--- config.mk ---
export PLATFORM = sky130hd
export DESIGN_NAME = sdc_device_flat
export DESIGN_NICKNAME = d
export VERILOG_FILES = /design/src/sdc_pkg.sv /design/src/sdc_if.sv /design/src/sdc_fifo.sv /design/src/sdc_device.sv /design/src/flat_wrapper.sv
export VERILOG_INCLUDE_DIRS = /design/src
export SDC_FILE = /design/constraint.sdc
export NUM_CORES = 1
export LEC_CHECK = 0
export BUFFER_PORTS_ARGS = -buffer_cell sky130_fd_sc_hd__buf_2
export CAP_MARGIN = 20
export CORE_ASPECT_RATIO = 1.5
export CORE_UTILIZATION = 40
export DETAILED_ROUTE_END_ITERATION = 10
export SLEW_MARGIN = 5
export SYNTH_ARGS = -nofsm -noshare
export SYNTH_HDL_FRONTEND = slang
export SYNTH_HIERARCHICAL = 1
export SYNTH_SLANG_ARGS = --single-unit
--- constraint.sdc ---
create_clock -name CLK -period 6 [get_ports CLK]
set_input_delay 0.3 -clock CLK [delete_from_list [all_inputs] [get_ports CLK]]
set_output_delay 0.3 -clock CLK [all_outputs]
set_load 0.03 [all_outputs]
--- src/sdc_consts.svh ---
`ifndef SDC_CONSTS_SVH
`define SDC_CONSTS_SVH
// register addresses on the special function register bus
`define SDC_ADDR_MUX 8'hdb
`define SDC_ADDR_STAT 8'hda
`define SDC_ADDR_ACTL 8'hdc
`define SDC_ADDR_CCTL 8'hdd
`define SDC_ADDR_DECLO 8'hde
`define SDC_ADDR_DECHI 8'hdf
`define SDC_ADDR_OFFSET_DAC_REG 8'he6
`define SDC_ADDR_ACLK 8'hf6
// reset values
`define SDC_RST_MUX 8'h01
`define SDC_RST_ACTL 8'h30
`define SDC_RST_CCTL 8'h00
`define SDC_RST_OFFSET_DAC_REG 8'h00
`define SDC_RST_ACLK 8'h00
`define SDC_RST_DECLO 8'h00
`define SDC_RST_DECHI 8'h01
// input selector fields; all ones selects the temperature diodes
`define SDC_MUX_TEMP 8'hff
`define SDC_MUX_SWAP 7
`define SDC_MUX_POS_HI 6
`define SDC_MUX_POS_LO 4
`define SDC_MUX_NEG_HI 2
`define SDC_MUX_NEG_LO 0
// analog control fields
`define SDC_ACTL_BOD 6
`define SDC_ACTL_REFHI 5
`define SDC_ACTL_REFEN 4
`define SDC_ACTL_BUF 3
`define SDC_ACTL_GAIN_HI 2
`define SDC_ACTL_GAIN_LO 0
// calibration control fields
`define SDC_CCTL_FILT_HI 5
`define SDC_CCTL_FILT_LO 4
`define SDC_CCTL_CAL_HI 2
`define SDC_CCTL_CAL_LO 0
// status fields
`define SDC_STAT_FLAG 0
`define SDC_STAT_BUSY 1
// offset dac fields
`define SDC_OFFSET_DAC_REG_SIGN 7
// calibration codes
`define SDC_CAL_NONE 3'h0
`define SDC_CAL_SELF_BOTH 3'h1
`define SDC_CAL_SYS_OFS 3'h4
`define SDC_CAL_SYS_GAIN 3'h5
// periods per calibration
`define SDC_CAL_ONE 4'h7
`define SDC_CAL_TWO 4'he
// modulator divide factor minus one
`define SDC_MOD_LAST 6'h3f
`endif

--- src/sdc_pkg.sv ---
package sdc_pkg;
  typedef enum logic [1:0] {
    SDC_FILT_AUTO = 2'h0,
    SDC_FILT_FAST = 2'h1,
    SDC_FILT_SINC2 = 2'h2,
    SDC_FILT_SINC3 = 2'h3
  } sdc_filt_t;
  typedef enum logic [2:0] {
    SDC_DS_IDLE = 3'b001,
    SDC_DS_CONV = 3'b010,
    SDC_DS_CAL = 3'b100
  } sdc_dstate_t;
  typedef enum logic [3:0] {
    SDC_HS_IDLE = 4'b0001,
    SDC_HS_OFFSET_DAC_REG = 4'b0010,
    SDC_HS_CAL = 4'b0100,
    SDC_HS_RD = 4'b1000
  } sdc_hstate_t;
endpackage : sdc_pkg

--- src/sdc_if.sv ---
`timescale 1ns/1ps
`default_nettype none
interface sdc_if #(parameter int unsigned SAMPLE_W = 24);
  logic [7:0] sfr_addr;
  logic [7:0] sfr_wdata;
  logic sfr_we;
  logic sfr_re;
  logic [7:0] sfr_rdata;
  logic sfr_rvalid;
  logic [SAMPLE_W-1:0] res_data;
  logic res_valid;
  logic res_ready;
  modport dev (input sfr_addr, sfr_wdata, sfr_we, sfr_re, res_ready,
    output sfr_rdata, sfr_rvalid, res_data, res_valid);
  modport host (output sfr_addr, sfr_wdata, sfr_we, sfr_re, res_ready,
    input sfr_rdata, sfr_rvalid, res_data, res_valid);
endinterface : sdc_if
`default_nettype wire

--- src/sdc_fifo.sv ---
`timescale 1ns/1ps
`default_nettype none
module sdc_fifo #(
  parameter int unsigned W = 24,
  parameter int unsigned D = 4
) (
  input wire logic clk,
  input wire logic rst_n,
  input wire logic ce,
  input wire logic [W-1:0] in_data,
  input wire logic in_valid,
  output logic in_ready,
  output logic [W-1:0] out_data,
  output logic out_valid,
  input wire logic out_ready
);
  localparam int unsigned AW = (D > 1) ? $clog2(D) : 1;
  logic [W-1:0] mem_q [D];
  logic [AW-1:0] wr_q, rd_q;
  logic [AW:0] cnt_q, cnt_d;
  logic push, pop;
  assign push = in_valid && in_ready;
  assign pop = out_valid && out_ready;
  // count next value; flags are registered from it so they stay honest
  always_comb begin
    cnt_d = cnt_q;
    if (push && !pop) cnt_d = cnt_q + 1'b1;
    if (pop && !push) cnt_d = cnt_q - 1'b1;
  end
  always_ff @(posedge clk or negedge rst_n) begin
    if (!rst_n) begin
      cnt_q <= '0;
      wr_q <= '0;
      rd_q <= '0;
      in_ready <= 1'b0;
      out_valid <= 1'b0;
    end else if (ce) begin
      cnt_q <= cnt_d;
      in_ready <= (cnt_d != (AW+1)'(D));
      out_valid <= (cnt_d != '0);
      if (push) wr_q <= (wr_q == AW'(D-1)) ? '0 : wr_q + 1'b1;
      if (pop) rd_q <= (rd_q == AW'(D-1)) ? '0 : rd_q + 1'b1;
    end
  end
  // storage carries no reset; only written entries are ever read
  always_ff @(posedge clk) begin
    if (ce && push) mem_q[wr_q] <= in_data;
  end
  assign out_data = mem_q[rd_q];
endmodule : sdc_fifo
`default_nettype wire

--- src/sdc_device.sv ---
`timescale 1ns/1ps
`default_nettype none
`include "sdc_consts.svh"
module sdc_device #(
  parameter int unsigned SAMPLE_W = 24,
  parameter int unsigned FIFO_DEPTH = 4
) (
  input wire logic CLK,
  input wire logic RST_N,
  input wire logic CE,
  sdc_if.dev BUS,
  input wire logic [SAMPLE_W-1:0] SAMPLE,
  output logic [2:0] POS_SEL,
  output logic [2:0] NEG_SEL,
  output logic CHAN_EN,
  output logic TEMP_DIODE_EN,
  output logic BURNOUT_EN,
  output logic BUFFER_EN,
  output logic [2:0] GAIN_CODE,
  output logic OFFSET_DAC_REG_SIGN,
  output logic [6:0] OFFSET_DAC_REG_MAG,
  output logic REF_INT_EN,
  output logic REF_HIGH,
  output logic MOD_TICK,
  output logic [1:0] FILTER_SEL,
  output logic CAL_ACTIVE,
  output logic [2:0] CAL_CODE
);
  logic [7:0] mux_q, actl_q, cctl_q, offset_dac_reg_q, aclk_q, declo_q, dechi_q;
  logic flag_q;
  logic [7:0] aclk_cnt_q;
  logic [5:0] mod_cnt_q;
  logic [15:0] dec_cnt_q, ratio_m1;
  logic [3:0] cal_cnt_q, cal_need;
  logic [1:0] settle_q;
  sdc_pkg::sdc_dstate_t st_q;
  sdc_pkg::sdc_filt_t filt_mode, filt_eff;
  logic aclk_tick, mod_tick, dec_last, conv_tick, cal_done, cal_start;
  logic discard, push, fifo_ready, wr_sel_chg;
  logic [2:0] cal_sel;
  assign cal_sel = cctl_q[`SDC_CCTL_CAL_HI:`SDC_CCTL_CAL_LO];
  assign filt_mode = sdc_pkg::sdc_filt_t'(cctl_q[`SDC_CCTL_FILT_HI:`SDC_CCTL_FILT_LO]);

  // clock chain: divider, fixed /64, then decimation
  assign aclk_tick = (aclk_cnt_q >= aclk_q); // a shrunk divisor must not wrap
  assign mod_tick = aclk_tick && (mod_cnt_q == `SDC_MOD_LAST);
  assign ratio_m1 = ({dechi_q, declo_q} == 16'h0000) ? 16'h0000
    : {dechi_q, declo_q} - 16'h0001;
  assign dec_last = (dec_cnt_q >= ratio_m1);
  // a full fifo holds the conversion back rather than losing a result
  assign conv_tick = mod_tick && dec_last && fifo_ready;

  // calibration sequencing
  assign cal_start = BUS.sfr_we && (BUS.sfr_addr == `SDC_ADDR_CCTL)
    && (BUS.sfr_wdata[`SDC_CCTL_CAL_HI:`SDC_CCTL_CAL_LO] != `SDC_CAL_NONE);
  assign cal_need = (cal_sel == `SDC_CAL_SELF_BOTH) ? `SDC_CAL_TWO : `SDC_CAL_ONE;
  assign cal_done = (st_q == sdc_pkg::SDC_DS_CAL) && conv_tick
    && (cal_cnt_q == cal_need - 4'h1);

  // effective filter; auto walks fast, fast, sinc2, sinc3
  always_comb begin
    filt_eff = filt_mode;
    if (filt_mode == sdc_pkg::SDC_FILT_AUTO) begin
      if (settle_q < 2'h2) filt_eff = sdc_pkg::SDC_FILT_FAST;
      else if (settle_q == 2'h2) filt_eff = sdc_pkg::SDC_FILT_SINC2;
      else filt_eff = sdc_pkg::SDC_FILT_SINC3;
    end
  end
  assign discard = (filt_mode == sdc_pkg::SDC_FILT_AUTO) && (settle_q == 2'h0);
  assign push = conv_tick && (st_q == sdc_pkg::SDC_DS_CONV) && !discard;
  assign wr_sel_chg = BUS.sfr_we && ((BUS.sfr_addr == `SDC_ADDR_MUX)
    || ((BUS.sfr_addr == `SDC_ADDR_ACTL) && (BUS.sfr_wdata[`SDC_ACTL_GAIN_HI:
    `SDC_ACTL_GAIN_LO] != actl_q[`SDC_ACTL_GAIN_HI:`SDC_ACTL_GAIN_LO])));

  // software-written registers
  always_ff @(posedge CLK or negedge RST_N) begin
    if (!RST_N) begin
      mux_q <= `SDC_RST_MUX;
      actl_q <= `SDC_RST_ACTL;
      offset_dac_reg_q <= `SDC_RST_OFFSET_DAC_REG;
      aclk_q <= `SDC_RST_ACLK;
      declo_q <= `SDC_RST_DECLO;
      dechi_q <= `SDC_RST_DECHI;
    end else if (CE && BUS.sfr_we) begin
      case (BUS.sfr_addr)
        `SDC_ADDR_MUX: mux_q <= BUS.sfr_wdata;
        `SDC_ADDR_ACTL: actl_q <= BUS.sfr_wdata;
        `SDC_ADDR_OFFSET_DAC_REG: offset_dac_reg_q <= BUS.sfr_wdata;
        `SDC_ADDR_ACLK: aclk_q <= BUS.sfr_wdata;
        `SDC_ADDR_DECLO: declo_q <= BUS.sfr_wdata;
        `SDC_ADDR_DECHI: dechi_q <= BUS.sfr_wdata;
        default: ;
      endcase
    end
  end

  // calibration control: software write wins, else hardware clears at end
  always_ff @(posedge CLK or negedge RST_N) begin
    if (!RST_N) cctl_q <= `SDC_RST_CCTL;
    else if (CE) begin
      if (BUS.sfr_we && (BUS.sfr_addr == `SDC_ADDR_CCTL)) cctl_q <= BUS.sfr_wdata;
      else if (cal_done) cctl_q[`SDC_CCTL_CAL_HI:`SDC_CCTL_CAL_LO] <= `SDC_CAL_NONE;
    end
  end

  // converter flag: a new event beats a same-cycle clear
  always_ff @(posedge CLK or negedge RST_N) begin
    if (!RST_N) flag_q <= 1'b0;
    else if (CE) begin
      if (push || cal_done) flag_q <= 1'b1;
      else if (BUS.sfr_we && (BUS.sfr_addr == `SDC_ADDR_STAT)
        && BUS.sfr_wdata[`SDC_STAT_FLAG]) flag_q <= 1'b0;
    end
  end

  // clock chain counters
  always_ff @(posedge CLK or negedge RST_N) begin
    if (!RST_N) begin
      aclk_cnt_q <= 8'h00;
      mod_cnt_q <= 6'h00;
      dec_cnt_q <= 16'h0000;
    end else if (CE) begin
      aclk_cnt_q <= aclk_tick ? 8'h00 : aclk_cnt_q + 8'h01;
      if (aclk_tick) mod_cnt_q <= mod_cnt_q + 6'h01;
      if (conv_tick) dec_cnt_q <= 16'h0000;
      else if (mod_tick && !dec_last) dec_cnt_q <= dec_cnt_q + 16'h0001;
    end
  end

  // state: idle for one enabled cycle after reset, then converting, or calibrating
  always_ff @(posedge CLK or negedge RST_N) begin
    if (!RST_N) begin
      st_q <= sdc_pkg::SDC_DS_IDLE;
      cal_cnt_q <= 4'h0;
    end else if (CE) begin
      case (st_q)
        sdc_pkg::SDC_DS_IDLE, sdc_pkg::SDC_DS_CONV: begin
          st_q <= sdc_pkg::SDC_DS_CONV;
          if (cal_start) begin
            st_q <= sdc_pkg::SDC_DS_CAL;
            cal_cnt_q <= 4'h0;
          end
        end
        sdc_pkg::SDC_DS_CAL: begin
          if (cal_start) cal_cnt_q <= 4'h0;
          else if (cal_done) st_q <= sdc_pkg::SDC_DS_CONV;
          else if (conv_tick) cal_cnt_q <= cal_cnt_q + 4'h1;
        end
        default: st_q <= sdc_pkg::SDC_DS_IDLE;
      endcase
    end
  end

  // settling count restarts on channel or gain change
  always_ff @(posedge CLK or negedge RST_N) begin
    if (!RST_N) settle_q <= 2'h0;
    else if (CE) begin
      if (wr_sel_chg) settle_q <= 2'h0;
      else if (conv_tick && st_q == sdc_pkg::SDC_DS_CONV && settle_q != 2'h3)
        settle_q <= settle_q + 2'h1;
    end
  end

  // read port: one cycle latency, unmapped read zero, data stands until next read
  always_ff @(posedge CLK or negedge RST_N) begin
    if (!RST_N) begin
      BUS.sfr_rdata <= 8'h00;
      BUS.sfr_rvalid <= 1'b0;
    end else if (CE) begin
      BUS.sfr_rvalid <= BUS.sfr_re;
      if (BUS.sfr_re) begin
        case (BUS.sfr_addr)
          `SDC_ADDR_MUX: BUS.sfr_rdata <= mux_q;
          `SDC_ADDR_STAT: BUS.sfr_rdata <= {6'h00, st_q == sdc_pkg::SDC_DS_CAL, flag_q};
          `SDC_ADDR_ACTL: BUS.sfr_rdata <= actl_q;
          `SDC_ADDR_CCTL: BUS.sfr_rdata <= cctl_q;
          `SDC_ADDR_OFFSET_DAC_REG: BUS.sfr_rdata <= offset_dac_reg_q;
          `SDC_ADDR_ACLK: BUS.sfr_rdata <= aclk_q;
          `SDC_ADDR_DECLO: BUS.sfr_rdata <= declo_q;
          `SDC_ADDR_DECHI: BUS.sfr_rdata <= dechi_q;
          default: BUS.sfr_rdata <= 8'h00;
        endcase
      end
    end
  end

  // analog front-end controls, registered so every pin is a flop
  always_ff @(posedge CLK or negedge RST_N) begin
    if (!RST_N) begin
      POS_SEL <= 3'h0;
      NEG_SEL <= 3'h0;
      CHAN_EN <= 1'b0;
      TEMP_DIODE_EN <= 1'b0;
      BURNOUT_EN <= 1'b0;
      BUFFER_EN <= 1'b0;
      GAIN_CODE <= 3'h0;
      OFFSET_DAC_REG_SIGN <= 1'b0;
      OFFSET_DAC_REG_MAG <= 7'h00;
      REF_INT_EN <= 1'b0;
      REF_HIGH <= 1'b0;
      MOD_TICK <= 1'b0;
      FILTER_SEL <= 2'h0;
      CAL_ACTIVE <= 1'b0;
      CAL_CODE <= 3'h0;
    end else if (CE) begin
      if (mux_q == `SDC_MUX_TEMP) begin
        // diodes only; every channel switch left open
        TEMP_DIODE_EN <= 1'b1;
        CHAN_EN <= 1'b0;
        POS_SEL <= 3'h0;
        NEG_SEL <= 3'h0;
      end else begin
        TEMP_DIODE_EN <= 1'b0;
        CHAN_EN <= 1'b1;
        POS_SEL <= mux_q[`SDC_MUX_SWAP] ? mux_q[`SDC_MUX_NEG_HI:`SDC_MUX_NEG_LO]
          : mux_q[`SDC_MUX_POS_HI:`SDC_MUX_POS_LO];
        NEG_SEL <= mux_q[`SDC_MUX_SWAP] ? mux_q[`SDC_MUX_POS_HI:`SDC_MUX_POS_LO]
          : mux_q[`SDC_MUX_NEG_HI:`SDC_MUX_NEG_LO];
      end
      BURNOUT_EN <= actl_q[`SDC_ACTL_BOD];
      BUFFER_EN <= actl_q[`SDC_ACTL_BUF];
      GAIN_CODE <= actl_q[`SDC_ACTL_GAIN_HI:`SDC_ACTL_GAIN_LO];
      OFFSET_DAC_REG_SIGN <= offset_dac_reg_q[`SDC_OFFSET_DAC_REG_SIGN];
      OFFSET_DAC_REG_MAG <= offset_dac_reg_q[`SDC_OFFSET_DAC_REG_SIGN-1:0];
      REF_INT_EN <= actl_q[`SDC_ACTL_REFEN];
      REF_HIGH <= actl_q[`SDC_ACTL_REFHI];
      MOD_TICK <= mod_tick;
      FILTER_SEL <= filt_eff;
      CAL_ACTIVE <= (st_q == sdc_pkg::SDC_DS_CAL);
      CAL_CODE <= cal_sel;
    end
  end

  sdc_fifo #(.W(SAMPLE_W), .D(FIFO_DEPTH)) sdc_fifo_inst (
    .clk(CLK),
    .rst_n(RST_N),
    .ce(CE),
    .in_data(SAMPLE),
    .in_valid(push),
    .in_ready(fifo_ready),
    .out_data(BUS.res_data),
    .out_valid(BUS.res_valid),
    .out_ready(BUS.res_ready)
  );
endmodule : sdc_device
`default_nettype wire

--- src/flat_wrapper.sv ---
// flat-port wrapper written by rule: the top's interface ports become plain ports
module sdc_device_flat 
#(
  parameter int unsigned SAMPLE_W = 24,
  parameter int unsigned FIFO_DEPTH = 4
)
  (CLK, RST_N, CE, SAMPLE, POS_SEL, NEG_SEL, CHAN_EN, TEMP_DIODE_EN, BURNOUT_EN, BUFFER_EN, GAIN_CODE, OFFSET_DAC_REG_SIGN, OFFSET_DAC_REG_MAG, REF_INT_EN, REF_HIGH, MOD_TICK, FILTER_SEL, CAL_ACTIVE, CAL_CODE, BUS_sfr_addr, BUS_sfr_wdata, BUS_sfr_we, BUS_sfr_re, BUS_res_ready, BUS_sfr_rdata, BUS_sfr_rvalid, BUS_res_data, BUS_res_valid);
  sdc_if #(.SAMPLE_W(SAMPLE_W)) BUS_i ();
  input wire logic CLK;
  input wire logic RST_N;
  input wire logic CE;
  input wire logic [SAMPLE_W-1:0] SAMPLE;
  output logic [2:0] POS_SEL;
  output logic [2:0] NEG_SEL;
  output logic CHAN_EN;
  output logic TEMP_DIODE_EN;
  output logic BURNOUT_EN;
  output logic BUFFER_EN;
  output logic [2:0] GAIN_CODE;
  output logic OFFSET_DAC_REG_SIGN;
  output logic [6:0] OFFSET_DAC_REG_MAG;
  output logic REF_INT_EN;
  output logic REF_HIGH;
  output logic MOD_TICK;
  output logic [1:0] FILTER_SEL;
  output logic CAL_ACTIVE;
  output logic [2:0] CAL_CODE;
  input wire logic [$bits(BUS_i.sfr_addr)-1:0] BUS_sfr_addr;
  input wire logic [$bits(BUS_i.sfr_wdata)-1:0] BUS_sfr_wdata;
  input wire logic [$bits(BUS_i.sfr_we)-1:0] BUS_sfr_we;
  input wire logic [$bits(BUS_i.sfr_re)-1:0] BUS_sfr_re;
  input wire logic [$bits(BUS_i.res_ready)-1:0] BUS_res_ready;
  output wire logic [$bits(BUS_i.sfr_rdata)-1:0] BUS_sfr_rdata;
  output wire logic [$bits(BUS_i.sfr_rvalid)-1:0] BUS_sfr_rvalid;
  output wire logic [$bits(BUS_i.res_data)-1:0] BUS_res_data;
  output wire logic [$bits(BUS_i.res_valid)-1:0] BUS_res_valid;
  assign BUS_i.sfr_addr = BUS_sfr_addr;
  assign BUS_i.sfr_wdata = BUS_sfr_wdata;
  assign BUS_i.sfr_we = BUS_sfr_we;
  assign BUS_i.sfr_re = BUS_sfr_re;
  assign BUS_i.res_ready = BUS_res_ready;
  assign BUS_sfr_rdata = BUS_i.sfr_rdata;
  assign BUS_sfr_rvalid = BUS_i.sfr_rvalid;
  assign BUS_res_data = BUS_i.res_data;
  assign BUS_res_valid = BUS_i.res_valid;
  sdc_device #(.SAMPLE_W(SAMPLE_W), .FIFO_DEPTH(FIFO_DEPTH)) u_core (.CLK(CLK), .RST_N(RST_N), .CE(CE), .BUS(BUS_i), .SAMPLE(SAMPLE), .POS_SEL(POS_SEL), .NEG_SEL(NEG_SEL), .CHAN_EN(CHAN_EN), .TEMP_DIODE_EN(TEMP_DIODE_EN), .BURNOUT_EN(BURNOUT_EN), .BUFFER_EN(BUFFER_EN), .GAIN_CODE(GAIN_CODE), .OFFSET_DAC_REG_SIGN(OFFSET_DAC_REG_SIGN), .OFFSET_DAC_REG_MAG(OFFSET_DAC_REG_MAG), .REF_INT_EN(REF_INT_EN), .REF_HIGH(REF_HIGH), .MOD_TICK(MOD_TICK), .FILTER_SEL(FILTER_SEL), .CAL_ACTIVE(CAL_ACTIVE), .CAL_CODE(CAL_CODE));
endmodule
Yosys cells after proc, flatten, opt, wreduce, memory -nomap -nowiden
Memory sizes are Yosys's and may differ from the RTL's.
Index checks and enable logic that the tools add are counted.
- memories kept: 1
- memory bits (writable): 96
- register bits after elaboration: 144
- input port bits: 46
- bits in latches: 0
- word-level logic and storage cells: 170
- memory bits (read-only): 0
- memory list (memory ; depth ; bits a word ; read ports ; clocked after Yosys merged registers in ; wr ports ; RTL line ; RTL):
    u_core.sdc_fifo_inst.mem_q ; 4 ; 24 ; 1 ; 0 ; 1 ; sdc_fifo.sv:18 ; logic [W-1:0] mem_q [D];
- multiplexer cells: 36
- $lt $le $gt $ge: 3
- eq/ne operators: 26
- $add $sub $neg: 11
- reductions and logical operators: 56
- bitwise logic cells: 0
- divide/modulo/power cells: 0
- multipliers: 0
- shift-type cells: 0
- operators by type and width (operator ; number):
    8-bit equality test (second input constant) ; 9
    8-bit case mux with 8 select lines ; 1
    16-bit 2-to-1 mux ; 3
    3-bit 2-to-1 mux ; 11
    2-bit AND reduction ; 15
    1-bit logical AND ; 22
    4-bit 2-to-1 mux ; 5
    16-bit by 1-bit adder with 16-bit output (second input constant) ; 1
    16-bit greater-or-equal comparator ; 1
    16-bit logical NOT ; 1
    16-bit by 1-bit subtractor with 16-bit output (second input constant) ; 1
    2-bit 2-to-1 mux ; 6
    2-bit nonzero test ; 5
    8-bit by 1-bit adder with 8-bit output (second input constant) ; 1
    8-bit greater-or-equal comparator ; 1
    8-bit 2-to-1 mux ; 1
    4-bit case mux with 2 select lines ; 1
    1-bit 2-to-1 mux ; 7
    2-bit by 1-bit adder with 2-bit output (second input constant) ; 3
    6-bit by 1-bit adder with 6-bit output (second input constant) ; 1
    2-bit equality test (second input constant) ; 3
    3-bit by 1-bit equality test with 1-bit output (second input constant) ; 2
    6-bit equality test (second input constant) ; 1
    3-bit != test (second input constant) ; 2
    20 further kinds ; 28

Longest topological paths before layout
- depth after elaboration: 12
- mapped depth: 18
- mapped depth without buffers: 16

Cells and area by module
The synthesis kept the hierarchy.
- modules (own cells, without submodules) (module ; seq. area each (sq um) ; area an instance (sq um) ; instances ; cells each):
    sdc_device ; 3384.5 ; 7428.4 ; 1 ; 698
    sdc_fifo ; 3108.0 ; 4145.2 ; 1 ; 188

Least setup slack after synthesis
No wires, ideal clock.
- path type: register to register
- start point: reg u_core.dechi_q[3]
- end point: mem u_core.sdc_fifo_inst.mem_q[0][0] (enable)
- slack: 1.146 ns
- period minus slack after synthesis: 4.854 ns
- data required time: 5.617 ns
- cell stages (with the launch flop): 16
- arrival: 4.471 ns
- cell sequence: dfrtp_1 or4_1 or3_1 or3_1 clkbuf_1 clkbuf_1 nand2_1 ha_1 nand4_2 or3_4 o32ai_1 o211ai_1 nor3_1 and2_4 buf_6 and3_1
- longest elaborated chain between the ends: 11
- elaborated cells on any way between the ends: 12
- classes of those cells: add/sub (1); order compare (1); mux (3); reduce/logical (7)
- RTL lines (what ; RTL line ; RTL):
    start: declaration ; sdc_device.sv:29 ; logic [7:0] mux_q, actl_q, cctl_q, offset_dac_reg_q, aclk_q, declo_q, dechi_q;
    start signal: assignment ; sdc_device.sv:83 ; dechi_q <= `SDC_RST_DECHI;
    start signal: assignment ; sdc_device.sv:91 ; `SDC_ADDR_DECHI: dechi_q <= BUS.sfr_wdata;
    16-bit by 1-bit subtractor with 16-bit output or 16-bit logical NOT (tied branches) ; sdc_device.sv:48, sdc_device.sv:47 ;
    16-bit 2-to-1 mux * ; sdc_device.sv:47 ; assign ratio_m1 = ({dechi_q, declo_q} == 16'h0000) ? 16'h0000
    16-bit greater-or-equal comparator * ; sdc_device.sv:49 ; assign dec_last = (dec_cnt_q >= ratio_m1);
    1-bit logical AND * (2 in a row) ; sdc_device.sv:51 ; assign conv_tick = mod_tick && dec_last && fifo_ready;
    1-bit logical AND * (2 in a row) ; sdc_device.sv:70 ; assign push = conv_tick && (st_q == sdc_pkg::SDC_DS_CONV) && !discard;
    net u_core.push ; sdc_device.sv:39 ; logic discard, push, fifo_ready, wr_sel_chg;
    1-bit logical AND * ; sdc_fifo.sv:22 ; assign push = in_valid && in_ready;
    1-bit logical AND * ; sdc_fifo.sv:47 ; if (ce && push) mem_q[wr_q] <= in_data;
    1-bit 2-to-1 mux * ; sdc_fifo.sv:47 ;
    1-bit 2-to-1 mux (implied by the code) * ; sdc_fifo.sv:47 ;
    end: declaration ; sdc_fifo.sv:18 ;
The timed path passes the listed nets; every way through them passes the cells marked *.

Final worst setup path
- start point: reg u_core.dechi_q[2]
- end point: mem u_core.sdc_fifo_inst.mem_q[0][15] (enable)
The elaborated chain is that of the path after synthesis.

==> reports/qor.yml <==
run_status: "complete, no violations"
hold_start: "SAMPLE[13]"
required_ps: 6170
cp_common_cell: "or3_1"
crit_arrival_ps: 5160
synth_nets: 972
die_y_um: 210.3
crit_chain: "or4_1 -> or3_1 -> or3_1 -> nand2_1 -> ha_1 -> nand4_2 -> or3_4 -> o32ai_1 -> o211ai_1 -> nor3_1 -> and2_4 -> and3_1 -> buf_4"
drtPass1Iterations: 4
fin_tns_setup_ps: 0
yosys_warnings: 6
cts_inserted_buffers: 23
synthFlopType: "dfrtp_1"
via_per_inst: 5.330
skew_ps: 12.21
area_growth_pct: 16.84
rsz0062_at_grt: "no"
dieArea_sq_um: 29630
power.leakage_nw: 5.772
ir_drop_mv: 0.2024
hold_path_end: "u_core/sdc_fifo_inst/mem_q[2][13]"
finalWirelength_um: 25410
insertion_delay_ps: 520
synthArstFlopShare: 0.6000
hp-class: "in2reg"
worstRegToRegCells: 13
post_route_cells_drive_above_1_share: 0.2619
fillers: 2565
holdWs_ps: 11.09
layout_min_cycle_time_ps: 4985
post_cts.repair.setup_buffers: 0
ioPinCount: 110
gp_congestion: 0.8399
final_nets: 1102
cp_max_fo: 24
grt_pass1_wl_um: 40760
biggestRegsByFlops: "u_core/sdc_fifo_inst/mem_q x96, u_core/dec_cnt_q x16"
netlist_area_sq_um: 11570
diodes: 0
utilization: 0.4788
clockBufferDepth: 3
synth_edf_count: 96
drt-initial-drc-count: 265
die-width_um: 140.9
slowest_delay_ps: 580
fmax_mhz: 200.6
cts_root_buf: "clkbuf_16"
rows: 75
synth.yosys.seq_area_share: 0.5610
clk_pin_slew_ps: 60
synthCells: 886
powerDensity_nw_per_um2: 326.0
htreeDepth: 1
vias: 7547
grt_pass1_vias: 7627
core_sq_um: 28250
r2r-start: "u_core/dechi_q[2]"
slew_violations: 0
io_buffers: 109
largest_reg_flops: 96
ff2ff_setup_slack_ps: 1020
top_register: "u_core/sdc_fifo_inst/mem_q"
cts_hold_buf: 21
critical_path_class: "reg2reg"
overflow: 0
maxCapViolCount: 0
fin_crit_sh: 0.8308
ant_nets: 0
ys_ff_latch: 240
antenna_found_initial: 0
setup_violations: 0
synth_cell_type_count: 81
r2r_end: "u_core/sdc_fifo_inst/mem_q[0][15]"
clock_sinks: 240
route.detailed.drc: 0
wl_per_cell_um: 17.94
start_util: 0.4097
grt_start_max_net_pins: 81
tightest_slew_ps: 1004
start_kind: "register"
syn_area_per_cell_sq_um: 13.06
critPathSlowestCell: "or4_1"
end_kind: "register"
slew_headroom: 0.3285
dpl.hpwl_um: 17890
cts_resized: 0
hold_violations: 0
cts_tree: "done"
track_usage: 0.1760
holdPathStages: 1
[metal layers]
layer | global-route usage | vias to the layer above | share of wire
met3 | 0.02499 | 52 | 0.038
met5 | 0 | - | 0
li1 | - | 3590 | -
met2 | 0.3172 | 186 | 0.51
met4 | 0.08058 | 0 | 0.043
met1 | 0.2060 | 3719 | 0.41
[cells in the mapped netlist, drive strengths merged (6+ instances only)]
cell type	number	area (sq um)
dfrtp	139	3478
edfxtp	96	2883
mux2	69	777.0
nand2	66	250.2
ha	40	500.5
mux2i	36	372.9
nor2	36	135.1
inv	35	131.4
o21ai	32	160.2
a21oi	26	137.6
nand3	25	137.6
mux4	24	563.0
clkbuf	23	86.33
nor3	16	85.08
xnor2	16	140.1
o31ai	15	112.6
xor2	15	131.4
buf	13	113.9
nand4	13	87.58
o22ai	11	68.82
and3	10	62.56
nand2b	10	62.56
or4	10	75.07
nor4	9	56.30
a21o	8	62.56
a211o	7	62.56
o2bb2ai	7	61.31
or3	7	48.80
a211oi	6	45.04
[layout by cell type (no fill, tap or decap), types with 31 or more instances in the layout]
cell type,Yosys,final
nor2_1,36,36
ha_1,40,40
dfrtp_1,139,139
o21ai_0,31,31
edfxtp_1,96,96
buf_2,5,108
mux2i_1,35,35
nand2_1,65,65
mux2_2,69,69
inv_1,35,35
[kinds of logic (layout without fill, tap and decap cells)]
kind of cell,Yosys count,in the layout,synth area share
XOR/XNOR,31,31,0.02346
flip-flops,240,240,0.5610
AO/OA/AOI/OAI,143,143,0.08746
buffers and inverters,71,216,0.02865
multiplexers,129,129,0.1480
adder cells (fa/ha/maj),40,40,0.04324
AND/OR/NAND/NOR,232,232,0.1082
[report_power, final]
group	internal [mW]	total [mW]	switching [mW]
combinational	0.396	0.936	0.540
sequential	1.79	1.90	0.113
clock	0.965	1.57	0.609
total	3.15	4.41	1.26
[through the flow]
stage	cell area, sq um	cells	power (mW)	setup WS [ps]
after global routing	13520	1416	4.607	713.7
after floorplan	11570	886	2.637	1146
after detailed placement	12500	1354	2.868	1018
final	13520	1416	4.409	1015
after global placement	12470	1353	2.841	1161
after CTS	13520	1415	4.468	996.0
[worst max-delay path by stage]
stage,from,endpoint,slack [ps],cells past startpoint
after floorplan,u_core/dechi_q[3],u_core/sdc_fifo_inst/mem_q[0][0],1150,15
after detailed placement,u_core/dechi_q[3],u_core/sdc_fifo_inst/mem_q[0][5],1020,13
after CTS,u_core/dechi_q[3],u_core/sdc_fifo_inst/mem_q[0][15],1000,13
after global routing,u_core/dechi_q[3],u_core/sdc_fifo_inst/mem_q[0][6],710,13
final,u_core/dechi_q[2],u_core/sdc_fifo_inst/mem_q[0][15],1020,13
after global placement,u_core/dechi_q[3],u_core/sdc_fifo_inst/mem_q[0][14],1160,13
[layout make-up]
class	instances	area (sq um)	area share
clock inverters	11	201.4	0.01490
clock buffers	29	601.8	0.04450
multi-input cells	575	4750	0.3512
well taps	385	481.7	0.03562
repair buffers	141	864.6	0.06393
flip-flops and latches	240	6492	0.4801
inverters	35	131.4	0.009715
[critical path, delay by kind of cell, from the launching register on]
kind	cells	cell delay, ps
buf+inv	1	340
flops	1	420
fa+ha+maj	1	160
simple gates	9	2940
compound gates	2	760
Note: power is estimated with default switching activity, not from simulation.
